$ cat config.mk
export PLATFORM = sky130hd
export DESIGN_NAME = srs_status
export DESIGN_NICKNAME = d
export VERILOG_FILES = /design/src/hdl/srs_pkg.sv /design/src/hdl/srs_stb.sv /design/src/hdl/srs_status.sv
export SDC_FILE = /design/constraint.sdc
export NUM_CORES = 1
export LEC_CHECK = 0
export BUFFER_PORTS_ARGS = -buffer_cell sky130_fd_sc_hd__buf_2
export CAP_MARGIN = 20
export CORE_MARGIN = 2
export CORE_UTILIZATION = 45
export CTS_CLUSTER_DIAMETER = 100
export DETAILED_ROUTE_END_ITERATION = 16
export PLACE_DENSITY = 0.84
export RECOVER_POWER = 50
export SLEW_MARGIN = 20
export SYNTH_ARGS = -nofsm -noshare
export SYNTH_HDL_FRONTEND = slang
export SYNTH_SLANG_ARGS = --single-unit
$ cat constraint.sdc
create_clock -name CLOCK_I -period 1.5 [get_ports CLOCK_I]
set_clock_uncertainty 0.05 [all_clocks]
set_input_delay 0 -clock CLOCK_I [delete_from_list [all_inputs] [get_ports CLOCK_I]]
set_output_delay 0 -clock CLOCK_I [all_outputs]
set_load 0.03 [all_outputs]
$ cat src/hdl/srs_pkg.sv
// package of constants and types for the status reporting block
`default_nettype none
package srs_pkg;
  // ==========================================================================
  // register byte offsets on the apb bus
  localparam logic [7:0] REG_CMD      = 8'h00;
  localparam logic [7:0] REG_REPLY    = 8'h04;
  localparam logic [7:0] REG_SRE      = 8'h08;
  localparam logic [7:0] REG_ESE      = 8'h0c;
  localparam logic [7:0] REG_ESR      = 8'h10;
  localparam logic [7:0] REG_STB      = 8'h14;
  localparam logic [7:0] REG_IRQ_STAT = 8'h18;
  localparam logic [7:0] REG_IRQ_MASK = 8'h1c;

  // ==========================================================================
  // command word layout: opcode in the low nibble, argument above
  localparam int OP_LSB  = 0;
  localparam int OP_W    = 4;
  localparam int ARG_LSB = 8;
  localparam int ARG_W   = 16;

  typedef enum logic [3:0] {
    OP_NOP   = 4'h0,
    OP_SRE   = 4'h1,
    OP_SRE_Q = 4'h2,
    OP_STB_Q = 4'h3,
    OP_ESE   = 4'h4,
    OP_ESE_Q = 4'h5,
    OP_ESR_Q = 4'h6,
    OP_CLS   = 4'h7,
    OP_OPC   = 4'h8,
    OP_OPC_Q = 4'h9
  } srs_op_t;

  // ==========================================================================
  // status byte bit positions
  localparam int STB_ERRQ = 2;
  localparam int STB_QUES = 3;
  localparam int STB_MAV  = 4;
  localparam int STB_ESB  = 5;
  localparam int STB_MSS  = 6;

  // standard event register bit positions and implemented bits
  localparam int ESR_OPC  = 0;
  localparam int ESR_EXE  = 4;
  localparam logic [7:0] ESR_USED  = 8'hbd;
  localparam logic [7:0] REG_RESET = 8'h00;
  localparam logic [7:0] OPC_REPLY = 8'h01;

  // interrupt status bits
  localparam int IRQ_SRQ = 0;
  localparam int IRQ_RNG = 1;
  localparam int IRQ_OPC = 2;
  localparam int IRQ_W   = 3;

  // ==========================================================================
  // reply word handed to the output queue
  typedef struct packed {
    logic       vld;
    logic [7:0] data;
  } srs_reply_t;

  // level inputs that feed the status byte
  typedef struct packed {
    logic errq;
    logic ques;
    logic mav;
  } srs_sum_t;

  // complete state of the top module
  typedef struct packed {
    logic [7:0]       sre;
    logic [7:0]       ese;
    logic [7:0]       esr;
    logic             opc_pend;
    logic             opcq_pend;
    srs_reply_t       reply;
    logic             cls_pulse;
    logic             mss_q;
    logic [IRQ_W-1:0] irq_stat;
    logic [IRQ_W-1:0] irq_mask;
    logic [31:0]      prdata;
    logic             pslverr;
  } srs_state_t;
endpackage : srs_pkg
`default_nettype wire

$ cat src/hdl/srs_stb.sv
// status byte builder: summaries and master summary
`default_nettype none
module srs_stb
  import srs_pkg::*;
(
  input  wire logic [7:0] esr_i,
  input  wire logic [7:0] ese_i,
  input  wire logic [7:0] sre_i,
  input  wire srs_sum_t   sum_i,
  output logic      [7:0] stb_o,
  output logic            mss_o
);
  logic [7:0] base;

  always_comb begin
    base           = 8'h00;
    base[STB_ERRQ] = sum_i.errq;
    base[STB_QUES] = sum_i.ques;
    base[STB_MAV]  = sum_i.mav;
    base[STB_ESB]  = |(esr_i & ese_i);
    // bit 6 is masked out so the summary never feeds itself
    mss_o          = |(base & sre_i);
    stb_o          = base;
    stb_o[STB_MSS] = mss_o;
  end
endmodule // srs_stb
`default_nettype wire

$ cat src/hdl/srs_status.sv
// status reporting core behind the common status commands
//
// Decided for this implementation: the APB interface to the registers and the address map.
`default_nettype none
module srs_status
  import srs_pkg::*;
(
  input  wire logic        CLOCK_I,
  input  wire logic        SYS_RST_I,
  // apb slave
  input  wire logic        PSEL_I,
  input  wire logic        PENABLE_I,
  input  wire logic        PWRITE_I,
  input  wire logic [7:0]  PADDR_I,
  input  wire logic [31:0] PWDATA_I,
  output logic      [31:0] PRDATA_O,
  output logic             PREADY_O,
  output logic             PSLVERR_O,
  // instrument side
  input  wire logic [7:0]  EVENT_I,
  input  wire srs_sum_t    SUM_I,
  input  wire logic        PENDING_I,
  output srs_reply_t       REPLY_O,
  input  wire logic        REPLY_READY_I,
  output logic             CLEAR_EVENTS_O,
  output logic      [7:0]  STATUS_BYTE_O,
  output logic             SRQ_O,
  output logic             IRQ_O
);
  // ==========================================================================
  // state
  srs_state_t s_r;
  srs_state_t s_nxt;

  logic [7:0]       stb;
  logic             mss;
  logic             setup;
  logic             access;
  logic             cmd_wr;
  logic             is_query;
  logic             stall;
  logic             do_cmd;
  srs_op_t          op;
  logic [ARG_W-1:0] arg;
  logic             arg_bad;
  logic             opc_fire;
  logic             opcq_fire;
  logic [7:0]       ev;
  logic [IRQ_W-1:0] irq_ev;

  srs_stb u_stb (
    .esr_i (s_r.esr),
    .ese_i (s_r.ese),
    .sre_i (s_r.sre),
    .sum_i (SUM_I),
    .stb_o (stb),
    .mss_o (mss)
  );

  function automatic logic op_is_query(input srs_op_t o);
    return (o == OP_SRE_Q) || (o == OP_STB_Q) || (o == OP_ESE_Q) ||
           (o == OP_ESR_Q) || (o == OP_OPC_Q);
  endfunction

  // ==========================================================================
  // bus decode
  always_comb begin
    setup    = PSEL_I && !PENABLE_I;
    access   = PSEL_I && PENABLE_I;
    cmd_wr   = access && PWRITE_I && (PADDR_I == REG_CMD);
    op       = srs_op_t'(PWDATA_I[OP_LSB +: OP_W]);
    arg      = PWDATA_I[ARG_LSB +: ARG_W];
    arg_bad  = |arg[ARG_W-1:8];
    is_query = op_is_query(op);
    // a query waits while the reply slot is full or an opc query is parked,
    // so replies leave in command order
    stall    = cmd_wr && is_query && (s_r.reply.vld || s_r.opcq_pend);
    do_cmd   = cmd_wr && !stall;
  end

  // ==========================================================================
  // next state
  always_comb begin
    s_nxt           = s_r;
    s_nxt.cls_pulse = 1'b0;
    opc_fire        = 1'b0;
    opcq_fire       = 1'b0;
    ev              = EVENT_I;
    irq_ev          = '0;

    if (s_r.reply.vld && REPLY_READY_I) begin
      s_nxt.reply.vld = 1'b0;
    end

    // deferred completion waits for the pending work to drain
    if (s_r.opc_pend && !PENDING_I) begin
      s_nxt.opc_pend = 1'b0;
      opc_fire       = 1'b1;
      ev[ESR_OPC]    = 1'b1;
    end
    if (s_r.opcq_pend && !PENDING_I && !s_r.reply.vld) begin
      s_nxt.opcq_pend  = 1'b0;
      opcq_fire        = 1'b1;
      s_nxt.reply.vld  = 1'b1;
      s_nxt.reply.data = OPC_REPLY;
    end

    if (do_cmd) begin
      unique case (op)
        OP_SRE: begin
          if (arg_bad) begin
            ev[ESR_EXE]     = 1'b1;
            irq_ev[IRQ_RNG] = 1'b1;
          end else begin
            s_nxt.sre = arg[7:0];
          end
        end
        OP_ESE: begin
          if (arg_bad) begin
            ev[ESR_EXE]     = 1'b1;
            irq_ev[IRQ_RNG] = 1'b1;
          end else begin
            s_nxt.ese = arg[7:0];
          end
        end
        OP_SRE_Q: begin
          s_nxt.reply = '{vld: 1'b1, data: s_r.sre};
        end
        OP_STB_Q: begin
          // same byte as the serial poll port, nothing is cleared
          s_nxt.reply = '{vld: 1'b1, data: stb};
        end
        OP_ESE_Q: begin
          s_nxt.reply = '{vld: 1'b1, data: s_r.ese};
        end
        OP_ESR_Q: begin
          s_nxt.reply = '{vld: 1'b1, data: s_r.esr};
          s_nxt.esr   = REG_RESET;
        end
        OP_CLS: begin
          s_nxt.esr       = REG_RESET;
          s_nxt.cls_pulse = 1'b1;
          s_nxt.opc_pend  = 1'b0;
        end
        OP_OPC: begin
          s_nxt.opc_pend = 1'b1;
        end
        OP_OPC_Q: begin
          s_nxt.opcq_pend = 1'b1;
        end
        default: begin
        end
      endcase
    end

    // new events are merged after any clear, so a set wins over a clear;
    // only enabled and implemented bits can latch
    s_nxt.esr = s_nxt.esr | (ev & s_r.ese & ESR_USED);

    // interrupt: sticky status, write one to clear, set wins
    s_nxt.mss_q = mss;
    irq_ev[IRQ_SRQ] = mss && !s_r.mss_q;
    irq_ev[IRQ_OPC] = opc_fire || opcq_fire;
    if (access && PWRITE_I && (PADDR_I == REG_IRQ_STAT)) begin
      s_nxt.irq_stat = s_r.irq_stat & ~PWDATA_I[IRQ_W-1:0];
    end
    if (access && PWRITE_I && (PADDR_I == REG_IRQ_MASK)) begin
      s_nxt.irq_mask = PWDATA_I[IRQ_W-1:0];
    end
    s_nxt.irq_stat = s_nxt.irq_stat | irq_ev;

    // read data and error captured in the setup cycle
    if (setup) begin
      s_nxt.prdata  = '0;
      s_nxt.pslverr = 1'b0;
      unique case (PADDR_I)
        REG_CMD:      s_nxt.prdata = '0;
        REG_REPLY:    s_nxt.prdata = {23'h0, s_r.reply.vld, s_r.reply.data};
        REG_SRE:      s_nxt.prdata = {24'h0, s_r.sre};
        REG_ESE:      s_nxt.prdata = {24'h0, s_r.ese};
        REG_ESR:      s_nxt.prdata = {24'h0, s_r.esr};
        REG_STB:      s_nxt.prdata = {24'h0, stb};
        REG_IRQ_STAT: s_nxt.prdata = {29'h0, s_r.irq_stat};
        REG_IRQ_MASK: s_nxt.prdata = {29'h0, s_r.irq_mask};
        default:      s_nxt.pslverr = 1'b1;
      endcase
    end
  end

  always_ff @(posedge CLOCK_I) begin
    if (SYS_RST_I) begin
      s_r <= '0;
    end else begin
      s_r <= s_nxt;
    end
  end

  // ==========================================================================
  // outputs
  assign PRDATA_O       = s_r.prdata;
  assign PREADY_O       = !stall;
  assign PSLVERR_O      = access && s_r.pslverr;
  assign REPLY_O        = s_r.reply;
  assign CLEAR_EVENTS_O = s_r.cls_pulse;
  assign STATUS_BYTE_O  = stb;
  assign SRQ_O          = mss;
  assign IRQ_O          = |(s_r.irq_stat & s_r.irq_mask);
endmodule // srs_status
`default_nettype wire

==> out/qor.csv, run 1 <==
metric;value;unit
status;complete, but fails checks;
violations;setup timing;
dp_hpwl;6900;um
cp.arrival;1.75;ns
rows;30;
synth_top_area_cell;dfxtp_1;
drt-pass1-iter-count;7;
grt_max_degree;46;
worstMarginPinSlew;0.611;ns
place_ws;-0.239;ns
min_path_type;input port to flip-flop;
n_fill_cell;565;
nets;531;
period_minus_slack;1.61;ns
cts_tree;yes;
netlist_instances;362;
crit_path_end_kind;flip-flop;
fmax;0.622;GHz
drive_gt1_share;33.5;%
final_antenna_net_count;0;
tns;-0.443;ns
leakage;1.73;nW
vdd_drop_max;0.000510;V
syn_area_per_cell;8.46;sq um
start_kind;flip-flop;
switching_share;30.1;%
root_buffer;clkbuf_8;
insertedDiodeCount;0;
fp.dieH;86.5;um
io_pins;112;
internal_power;1.86;mW
antenna_found_initial;0;
dieArea;0.00749;sq mm
rsz0062_at_grt;yes;
yosys-top-cells-area;dfxtp_1, buf_4, mux2i_1, a22oi_1, nor2_1;
synth_edf_count;0;
num_vias;3184;
synth_area;0.00306;sq mm
setup_viol;7;
post-route-period-util;107;%
max_cap_violations;0;
core;0.00668;sq mm
finalHoldViolations;0;
ff_latch_area;0.00102;sq mm
start_util;45.9;%
cts_buffer_depth;2;
vias_per_cell;5.75;
p_comb_share;16.7;%
multiInputGateArea;0.00183;sq mm
p_sw;0.800;mW
clkPwrFrac;32.3;%
synthDistinctLibCells;54;
io_buffers;71;
drt-total-wl;9570;um
async_flop_share;0;%
cts_buffers;5;
fin_total_pwr;2.66;mW
maxSlewHeadroom;59.1;%
yosys-top-cells-count;dfxtp_1, buf_4, nor2_1;
drc;0;
chipWidth;86.5;um
ys_seq_area_share;33.3;%
place.gp.congestion;0.935;
ys_ff_latch;51;
grtUsageTotal;24.3;%
grt_pass1_wl;14200;um
cts.sinks;51;
path_class;flip-flop to flip-flop;
htreeDepth;2;
detail_route.iter0.violations;339;
clock_latency;0.31;ns
holdWs;0.0114;ns
cp.required;1.64;ns
gr-total-overflow;0;
setup_ws;-0.108;ns
finalMaxSlewViolations;0;
synthToLayoutAreaGrowth;33.5;%
yosysMostFrequentCell;dfxtp_1;
cp_max_fo;3;
power_density;651;mW/mm^2
clk_pin_slew;0.10;ns
placed_area;0.00366;sq mm
pwr-share-seq;50.9;%
stdcell_area;0.00409;sq mm
synth_top_area_share;33.3;%
wl_per_cell;17.3;um
synth-main-ff-cell;dfxtp_1;
grt_pass1_vias;2890;
yosys_warnings;0;
-- repair_timing --
item | in CTS | in global routing
setup buffers | 3 | 2
setup endpoints to repair | 9 | 19
hold endpoints to repair | 24 | 0
pin swaps | 3 | 9
hold buffers | 16 | 0
gates resized for setup | 20 | 21
-- worst paths after layout --
kind                            cells past startpoint  slack (ns)                  endpoint                     start
worst min register to register                      1        0.41  PRDATA_O[0]$_SDFFE_PP0P_  PRDATA_O[0]$_SDFFE_PP0P_
worst min-delay path                                4        0.01        s_r[52]$_SDFF_PP0_                EVENT_I[0]
worst max-delay path                                6       -0.11     REPLY_O[6]$_SDFF_PP0_      s_r[72]$_SDFFE_PP0P_
worst max register to register                      6       -0.11     REPLY_O[6]$_SDFF_PP0_      s_r[72]$_SDFFE_PP0P_
-- cells by family after synthesis --
kind of cell           synth area share [%]
AOI/OAI and AO/OA                      20.0
other                                 0.122
muxes                                  10.8
and+or+nand+nor                        20.3
DFF                                    33.3
buffers and inverters                  15.4
-- placed cells by master, fill, tap and decap left out, types with 3 or more instances in the layout --
cell | netlist | layout
conb_1 | 1 | 26
nand2_1 | 22 | 20
nor2b_1 | 8 | 8
a21oi_1 | 15 | 12
buf_2 | 3 | 46
nor2_1 | 39 | 39
nand3_1 | 10 | 4
a211oi_1 | 5 | 4
o22ai_1 | 4 | 4
buf_4 | 48 | 47
nand4_1 | 4 | 5
a31oi_1 | 4 | 4
nand3_2 | 0 | 6
o21ai_0 | 7 | 7
buf_6 | 1 | 8
a21o_1 | 3 | 3
dfxtp_1 | 51 | 48
dfxtp_2 | 0 | 3
a22oi_1 | 22 | 22
inv_1 | 6 | 5
mux2_2 | 4 | 4
dlygate4sd3_1 | 0 | 16
mux2i_1 | 24 | 24
nand2b_1 | 7 | 6
buf_12 | 0 | 3
a221oi_1 | 3 | 3
clkbuf_1 | 16 | 23
or3_4 | 1 | 3
nor3_1 | 6 | 5
clkbuf_2 | 0 | 3
clkbuf_8 | 0 | 5
a21oi_2 | 0 | 3
and3_1 | 4 | 4
o22a_1 | 3 | 3
-- power by group through the flow --
stage	Sequential (mW)	Clock [mW]	Combinational, mW
final	1.36	0.860	0.445
after global routing	1.36	0.927	0.473
after CTS	1.36	0.869	0.430
after detailed placement	1.39	0	0.393
after global placement	1.39	0	0.386
after floorplan	1.39	0	0.296
-- worst max-delay path: stages, from the launching register on --
cell      delay (ns)
dfxtp_2         0.34
a222oi_1        0.35
a21boi_4        0.26
buf_4           0.13
buf_6           0.10
o221ai_2        0.09
nor3b_2         0.16
-- sequential cells by signal, summed over array words and instances, names as in the netlist --
| signal | flops |
|---|---|
| s_r | 32 |
| PRDATA_O | 9 |
| CLEAR_EVENTS_O | 1 |
| REPLY_O | 9 |
-- metrics by stage --
step | util, % | cells
floorplan | - | 387
global placement | 54.9 | 525
detailed placement | 54.9 | 525
CTS | 60.2 | 552
global route | 61.2 | 554
finish | 61.2 | 554
-- layout make-up --
class,instances,area share [%]
inverters,6,0.612
clock inverters,3,0.673
repair buffers,148,24.7
multi-input cells,261,44.8
flip-flops and latches,51,25.1
well taps,80,2.45
clock buffers,5,1.68
-- routing by layer --
layer | GRT usage [%] | vias up | part of all wire (%)
li1 | - | 1460 | -
met1 | 32.1 | 1492 | 41
met2 | 40.1 | 199 | 48
met3 | 3.62 | 33 | 8.3
met4 | 9.23 | 0 | 2.8
met5 | 0 | - | 0
Power figures use the tool's default switching activity.
==> inputs of run 2 (changes only) <==
- BUFFER_PORTS_ARGS: -buffer_cell sky130_fd_sc_hd__buf_2 -> -buffer_cell sky130_fd_sc_hd__clkbuf_2
==> out/qor.csv, run 2 (synthesis results as in run 1) <==
metric;value;unit;change
dieArea;0.00749;sq mm;unchanged
drt-pass1-iter-count;5;;was 7
cp.required;1.45;ns;was 1.64 ns
cts_buffer_depth;2;;unchanged
vdd_drop_max;0.000532;V;was 0.000510 V
status;complete, but fails checks;;unchanged
fmax;0.613;GHz;was 0.622 GHz
htreeDepth;2;;unchanged
min_path_type;input port to flip-flop;;unchanged
violations;setup timing;;unchanged
rsz0062_at_grt;yes;;unchanged
p_sw;0.743;mW;was 0.800 mW
io_buffers;71;;unchanged
setup_viol;7;;unchanged
drc;0;;unchanged
fin_total_pwr;2.59;mW;was 2.66 mW
setup_ws;-0.131;ns;was -0.108 ns
chipWidth;86.5;um;unchanged
largest_register_ffs;32;;unchanged
grt_pass1_vias;2823;;was 2890
grt_max_degree;46;;unchanged
gr-total-overflow;0;;unchanged
path_class;flip-flop to primary output;;was flip-flop to flip-flop
p_comb_share;16.5;%;was 16.7%
drive_gt1_share;30.2;%;was 33.5%
internal_power;1.85;mW;was 1.86 mW
clock_latency;0.31;ns;about the same
cp_max_fo;4;;was 3
start_util;45.9;%;unchanged
rows;30;;unchanged
cts.sinks;51;;unchanged
post-route-period-util;109;%;was 107%
finalMaxSlewViolations;0;;unchanged
detail_route.iter0.violations;257;;was 339
max_cap_violations;0;;unchanged
stdcell_area;0.00398;sq mm;was 0.00409 sq mm
crit_path_end_kind;primary output;;was flip-flop
root_buffer;clkbuf_8;;unchanged
pwr-share-seq;52.4;%;was 50.9%
n_fill_cell;618;;was 565
finalHoldViolations;0;;unchanged
drt-total-wl;9060;um;was 9570 um
power_density;650;mW/mm^2;was 651 mW/mm^2
final_antenna_net_count;0;;unchanged
cp.arrival;1.58;ns;was 1.75 ns
core;0.00668;sq mm;unchanged
placed_area;0.00365;sq mm;was 0.00366 sq mm
vias_per_cell;5.56;;was 5.75
antenna_found_initial;0;;unchanged
most-common-layout-cells;buf_4, dfxtp_1, clkbuf_2;;was dfxtp_1, buf_4, buf_2
cts_buffers;5;;unchanged
dp_hpwl;6820;um;was 6900 um
grtUsageTotal;23.9;%;was 24.3%
tns;-0.483;ns;was -0.443 ns
nets;531;;unchanged
cts_tree;yes;;unchanged
io_pins;112;;unchanged
holdWs;0.0122;ns;was 0.0114 ns
insertedDiodeCount;0;;unchanged
wl_per_cell;16.4;um;was 17.3 um
place.gp.congestion;0.929;;was 0.935
clkPwrFrac;31.1;%;was 32.3%
clk_pin_slew;0.10;ns;about the same
start_kind;flip-flop;;unchanged
synthToLayoutAreaGrowth;29.9;%;was 33.5%
regMostFlops;s_r;;unchanged
switching_share;28.7;%;was 30.1%
leakage;1.71;nW;was 1.73 nW
period_minus_slack;1.63;ns;was 1.61 ns
num_vias;3079;;was 3184
fp.dieH;86.5;um;unchanged
layout_commonest_cell;buf_4;;was dfxtp_1
grt_pass1_wl;14000;um;was 14200 um
## run 2: cell types whose count changed in the layout (fill, tap and decap cells not counted), moves of 3 or more
cell,delta
buf_2,-45
buf_8,+3
buf_6,-6
clkbuf_1,+5
buf_4,+5
nand3_1,+3
clkbuf_2,+42
nand3_2,-3
## run 2: path summary, 6_finish.rpt
kind | start | end | slack (ns) | cells after the start
worst max-delay path | s_r[55]$_SDFF_PP0_ | SRQ_O | -0.13 | 6
worst min-delay path | EVENT_I[0] | s_r[52]$_SDFF_PP0_ | 0.01 | 4
worst max register to register | s_r[55]$_SDFF_PP0_ | REPLY_O[6]$_SDFF_PP0_ | -0.08 | 6
worst min register to register | PRDATA_O[7]$_SDFFE_PP0P_ | PRDATA_O[7]$_SDFFE_PP0P_ | 0.41 | 2
## run 2: metrics by stage
stage	instances	worst slack, ns	util (%)
2_1_floorplan	387	-0.0931	-
3_3_place_gp	527	-0.141	54.7
3_5_place_dp	527	-0.224	54.7
4_1_cts	553	-0.140	59.7
5_1_grt	554	-0.189	59.6
6_report	554	-0.131	59.6
## run 2: final cells by class
type | count | area [sq um] | area share (%)
clock inverter | 2 | 17.5 | 0.440
multi-input combinational | 261 | 1760 | 44.3
tap | 80 | 100 | 2.51
sequential | 51 | 1020 | 25.7
inverter | 6 | 25.0 | 0.629
clock buffer | 6 | 72.6 | 1.82
timing repair buffer | 148 | 977 | 24.6
## run 2: power groups by stage
stage	registers [mW]	clock network (mW)	logic (mW)
3_3_place_gp	1.39	0	0.383
2_1_floorplan	1.39	0	0.296
5_1_grt	1.36	0.883	0.459
3_5_place_dp	1.39	0	0.390
4_1_cts	1.36	0.818	0.426
6_report	1.36	0.805	0.428
## run 2: critical path, stage by stage (launching register included)
cell and delay (ns):
dfxtp_1 0.38, a22oi_2 0.25, nand3_2 0.14, a21boi_4 0.20
buf_6 0.14, inv_4 0.04, buf_8 0.12
## run 2: per-layer routing
layer | up-vias | global-route usage (%) | share of wire (%) | routed length [um]
met2 | 164 | 39.4 | 47 | 4300
met5 | - | 0 | 0 | 0
met1 | 1426 | 32.4 | 44 | 3940
met3 | 26 | 4.48 | 7.1 | 647
li1 | 1463 | - | - | -
met4 | 0 | 5.82 | 1.9 | 173
## run 2: repair_timing
item                                   in CTS  in global routing
buffers inserted                            2                  1
setup endpoints to repair                   7                 16
pin swaps                                   4                  6
resized for setup                          17                 14
hold buffers                               16                  0
endpoints found under the hold margin      24                  0
==> inputs of run 3 (changes only) <==
- CORE_UTILIZATION: 45 -> 50
- PLACE_DENSITY: 0.84 -> 0.88
- clock period: 1.5 -> 1.7 ns (I/O delays scaled with it)
==> out/qor.csv, run 3 (synthesis results as in run 1) <==
metric;value;unit;change
cts_tree;yes;;unchanged
cpMaxStageDelayCell;a222oi_1;;was dfxtp_1
pwr-share-seq;51.8;%;was 52.4%
root_buffer;clkbuf_8;;unchanged
worstPathCellList;a222oi_1 > a21boi_2 > buf_6 > inv_1 > clkbuf_4;;was a22oi_2 > nand3_2 > a21boi_4 > buf_6 > inv_4 > buf_8
drt-pass1-iter-count;7;;was 5
critPathBufInv;3;;unchanged
dieArea;0.00677;sq mm;was 0.00749 sq mm
drt-total-wl;9050;um;was 9060 um
grt_pass1_wl;13500;um;was 14000 um
nets;507;;was 531
place.gp.congestion;0.946;;was 0.929
chipWidth;82.3;um;was 86.5 um
holdWs;0.0130;ns;was 0.0122 ns
vias_per_cell;5.90;;was 5.56
vdd_drop_max;0.000556;V;was 0.000532 V
start_util;51.8;%;was 45.9%
synthToLayoutAreaGrowth;20.5;%;was 29.9%
fin_cells;525;;was 554
crit_path_end_kind;primary output;;unchanged
largest_register_ffs;32;;unchanged
post-route-period-util;97.8;%;
start_kind;flip-flop;;unchanged
internal_power;1.62;mW;was 1.85 mW
layout_commonest_cell;dfxtp_1;;was buf_4
reg2reg_from;s_r[50]$_SDFF_PP0_;;was s_r[55]$_SDFF_PP0_
dp_hpwl;6280;um;was 6820 um
crit_cells;5;;was 6
cts.sinks;51;;unchanged
leakage;1.55;nW;was 1.71 nW
r2r_setup_slack;0.06;ns;was -0.08 ns
cp.required;1.65;ns;was 1.45 ns
period_minus_slack;1.66;ns;
io_buffers;71;;unchanged
cpPeakStageDelay;0.39;ns;was 0.38 ns
clock_latency;0.32;ns;was 0.31 ns
insertedDiodeCount;0;;unchanged
switching_share;29.8;%;was 28.7%
fmax;0.601;GHz;
most-common-layout-cells;dfxtp_1, clkbuf_2, nor2_1;;was buf_4, dfxtp_1, clkbuf_2
setup_viol;0;;was 7
clk_pin_slew;0.10;ns;about the same
power_density;625;mW/mm^2;was 650 mW/mm^2
cp.arrival;1.61;ns;was 1.58 ns
p_sw;0.688;mW;was 0.743 mW
grt_max_degree;46;;unchanged
setup_ws;0.0368;ns;was -0.131 ns
rows;28;;was 30
n_fill_cell;531;;was 618
min_path_cells;4;;unchanged
worstHoldStart;PENABLE_I;;was EVENT_I[0]
drc;0;;unchanged
regMostFlops;s_r;;unchanged
wl_per_cell;17.2;um;was 16.4 um
cts_buffer_depth;2;;unchanged
num_vias;3098;;was 3079
finalMaxSlewViolations;0;;unchanged
place_ws;-0.101;ns;was -0.224 ns
finalHoldViolations;0;;unchanged
min_path_type;input port to flip-flop;;unchanged
drive_gt1_share;23.1;%;was 30.2%
status;complete, no violations;;was complete, but fails checks
crit_start;s_r[72]$_SDFFE_PP0P_;;was s_r[55]$_SDFF_PP0_
io_pins;112;;unchanged
cts_buffers;5;;unchanged
p_comb_share;15.4;%;was 16.5%
core;0.00592;sq mm;was 0.00668 sq mm
fp.dieH;82.3;um;was 86.5 um
dp_cells;500;;was 527
fin_util;62.4;%;was 59.6%
final_antenna_net_count;0;;unchanged
path_class;flip-flop to primary output;;unchanged
cp_max_fo;4;;unchanged
timing.rr.end;REPLY_O[4]$_SDFF_PP0_;;was REPLY_O[6]$_SDFF_PP0_
detail_route.iter0.violations;568;;was 257
holdPathEnd;s_r[0]$_SDFFE_PP0P_;;was s_r[52]$_SDFF_PP0_
antenna_found_initial;0;;unchanged
htreeDepth;2;;unchanged
r2r_cells;6;;unchanged
grtUsageTotal;26.1;%;was 23.9%
gr-total-overflow;0;;unchanged
critPathTopFamily;compound AO/OA/AOI/OAI gates;;unchanged
clkPwrFrac;32.8;%;was 31.1%
grt_pass1_vias;2909;;was 2823
max_cap_violations;0;;unchanged
-- run 3: area by class of cell --
type / count / area, sq um / share of cell area (%)
flip-flops and latches: 51 / 1020 / 27.7
clock buffers: 5 / 68.8 / 1.86
well taps: 75 / 93.8 / 2.54
inverters: 6 / 22.5 / 0.610
multi-input cells: 261 / 1690 / 45.7
clock inverters: 3 / 28.8 / 0.779
repair buffers: 124 / 767 / 20.8
-- run 3: worst min-delay path, cell delays in order --
cell and delay [ns]:
clkbuf_2 0.10, nor2b_1 0.09, nor2_1 0.10, a211oi_1 0.05
-- run 3: what timing repair did --
action	CTS	global route
endpoints found under the hold margin	24	0
gates resized for setup	7	7
pin swaps	1	1
endpoints found under the setup margin	1	3
setup buffers	0	1
hold buffers	16	0
-- run 3: layer usage --
metal,vias up,wire length [um],track usage [%]
li1,1410,-,-
met2,233,4290,46.1
met4,0,440,11.0
met3,44,944,6.20
met5,-,0,0
met1,1411,3380,30.0
-- run 3: how the worst max path moves through the flow --
stage                                 endpoint  slack [ns]
final                                    SRQ_O        0.04
after global routing                     SRQ_O       -0.04
after CTS                                SRQ_O        0.03
after detailed placement  s_r[75]$_SDFFE_PP0P_       -0.10
after global placement    s_r[72]$_SDFFE_PP0P_       -0.02
after floorplan               STATUS_BYTE_O[6]       0.007
-- run 3: metrics by stage --
stage	cell area [sq um]	setup TNS [ns]	total power, mW
final	3690	0	2.31
after global routing	3690	-0.0804	2.38
after CTS	3720	0	2.30
after detailed placement	3440	-1.20	1.54
after global placement	3440	-0.167	1.53
after floorplan	3160	0	1.48
-- run 3: power by group through the flow --
stage | Clock (mW) | Sequential [mW] | Combinational [mW]
after floorplan | 0 | 1.22 | 0.257
after CTS | 0.754 | 1.20 | 0.347
after detailed placement | 0 | 1.22 | 0.315
after global routing | 0.803 | 1.20 | 0.379
after global placement | 0 | 1.22 | 0.310
final | 0.757 | 1.20 | 0.354
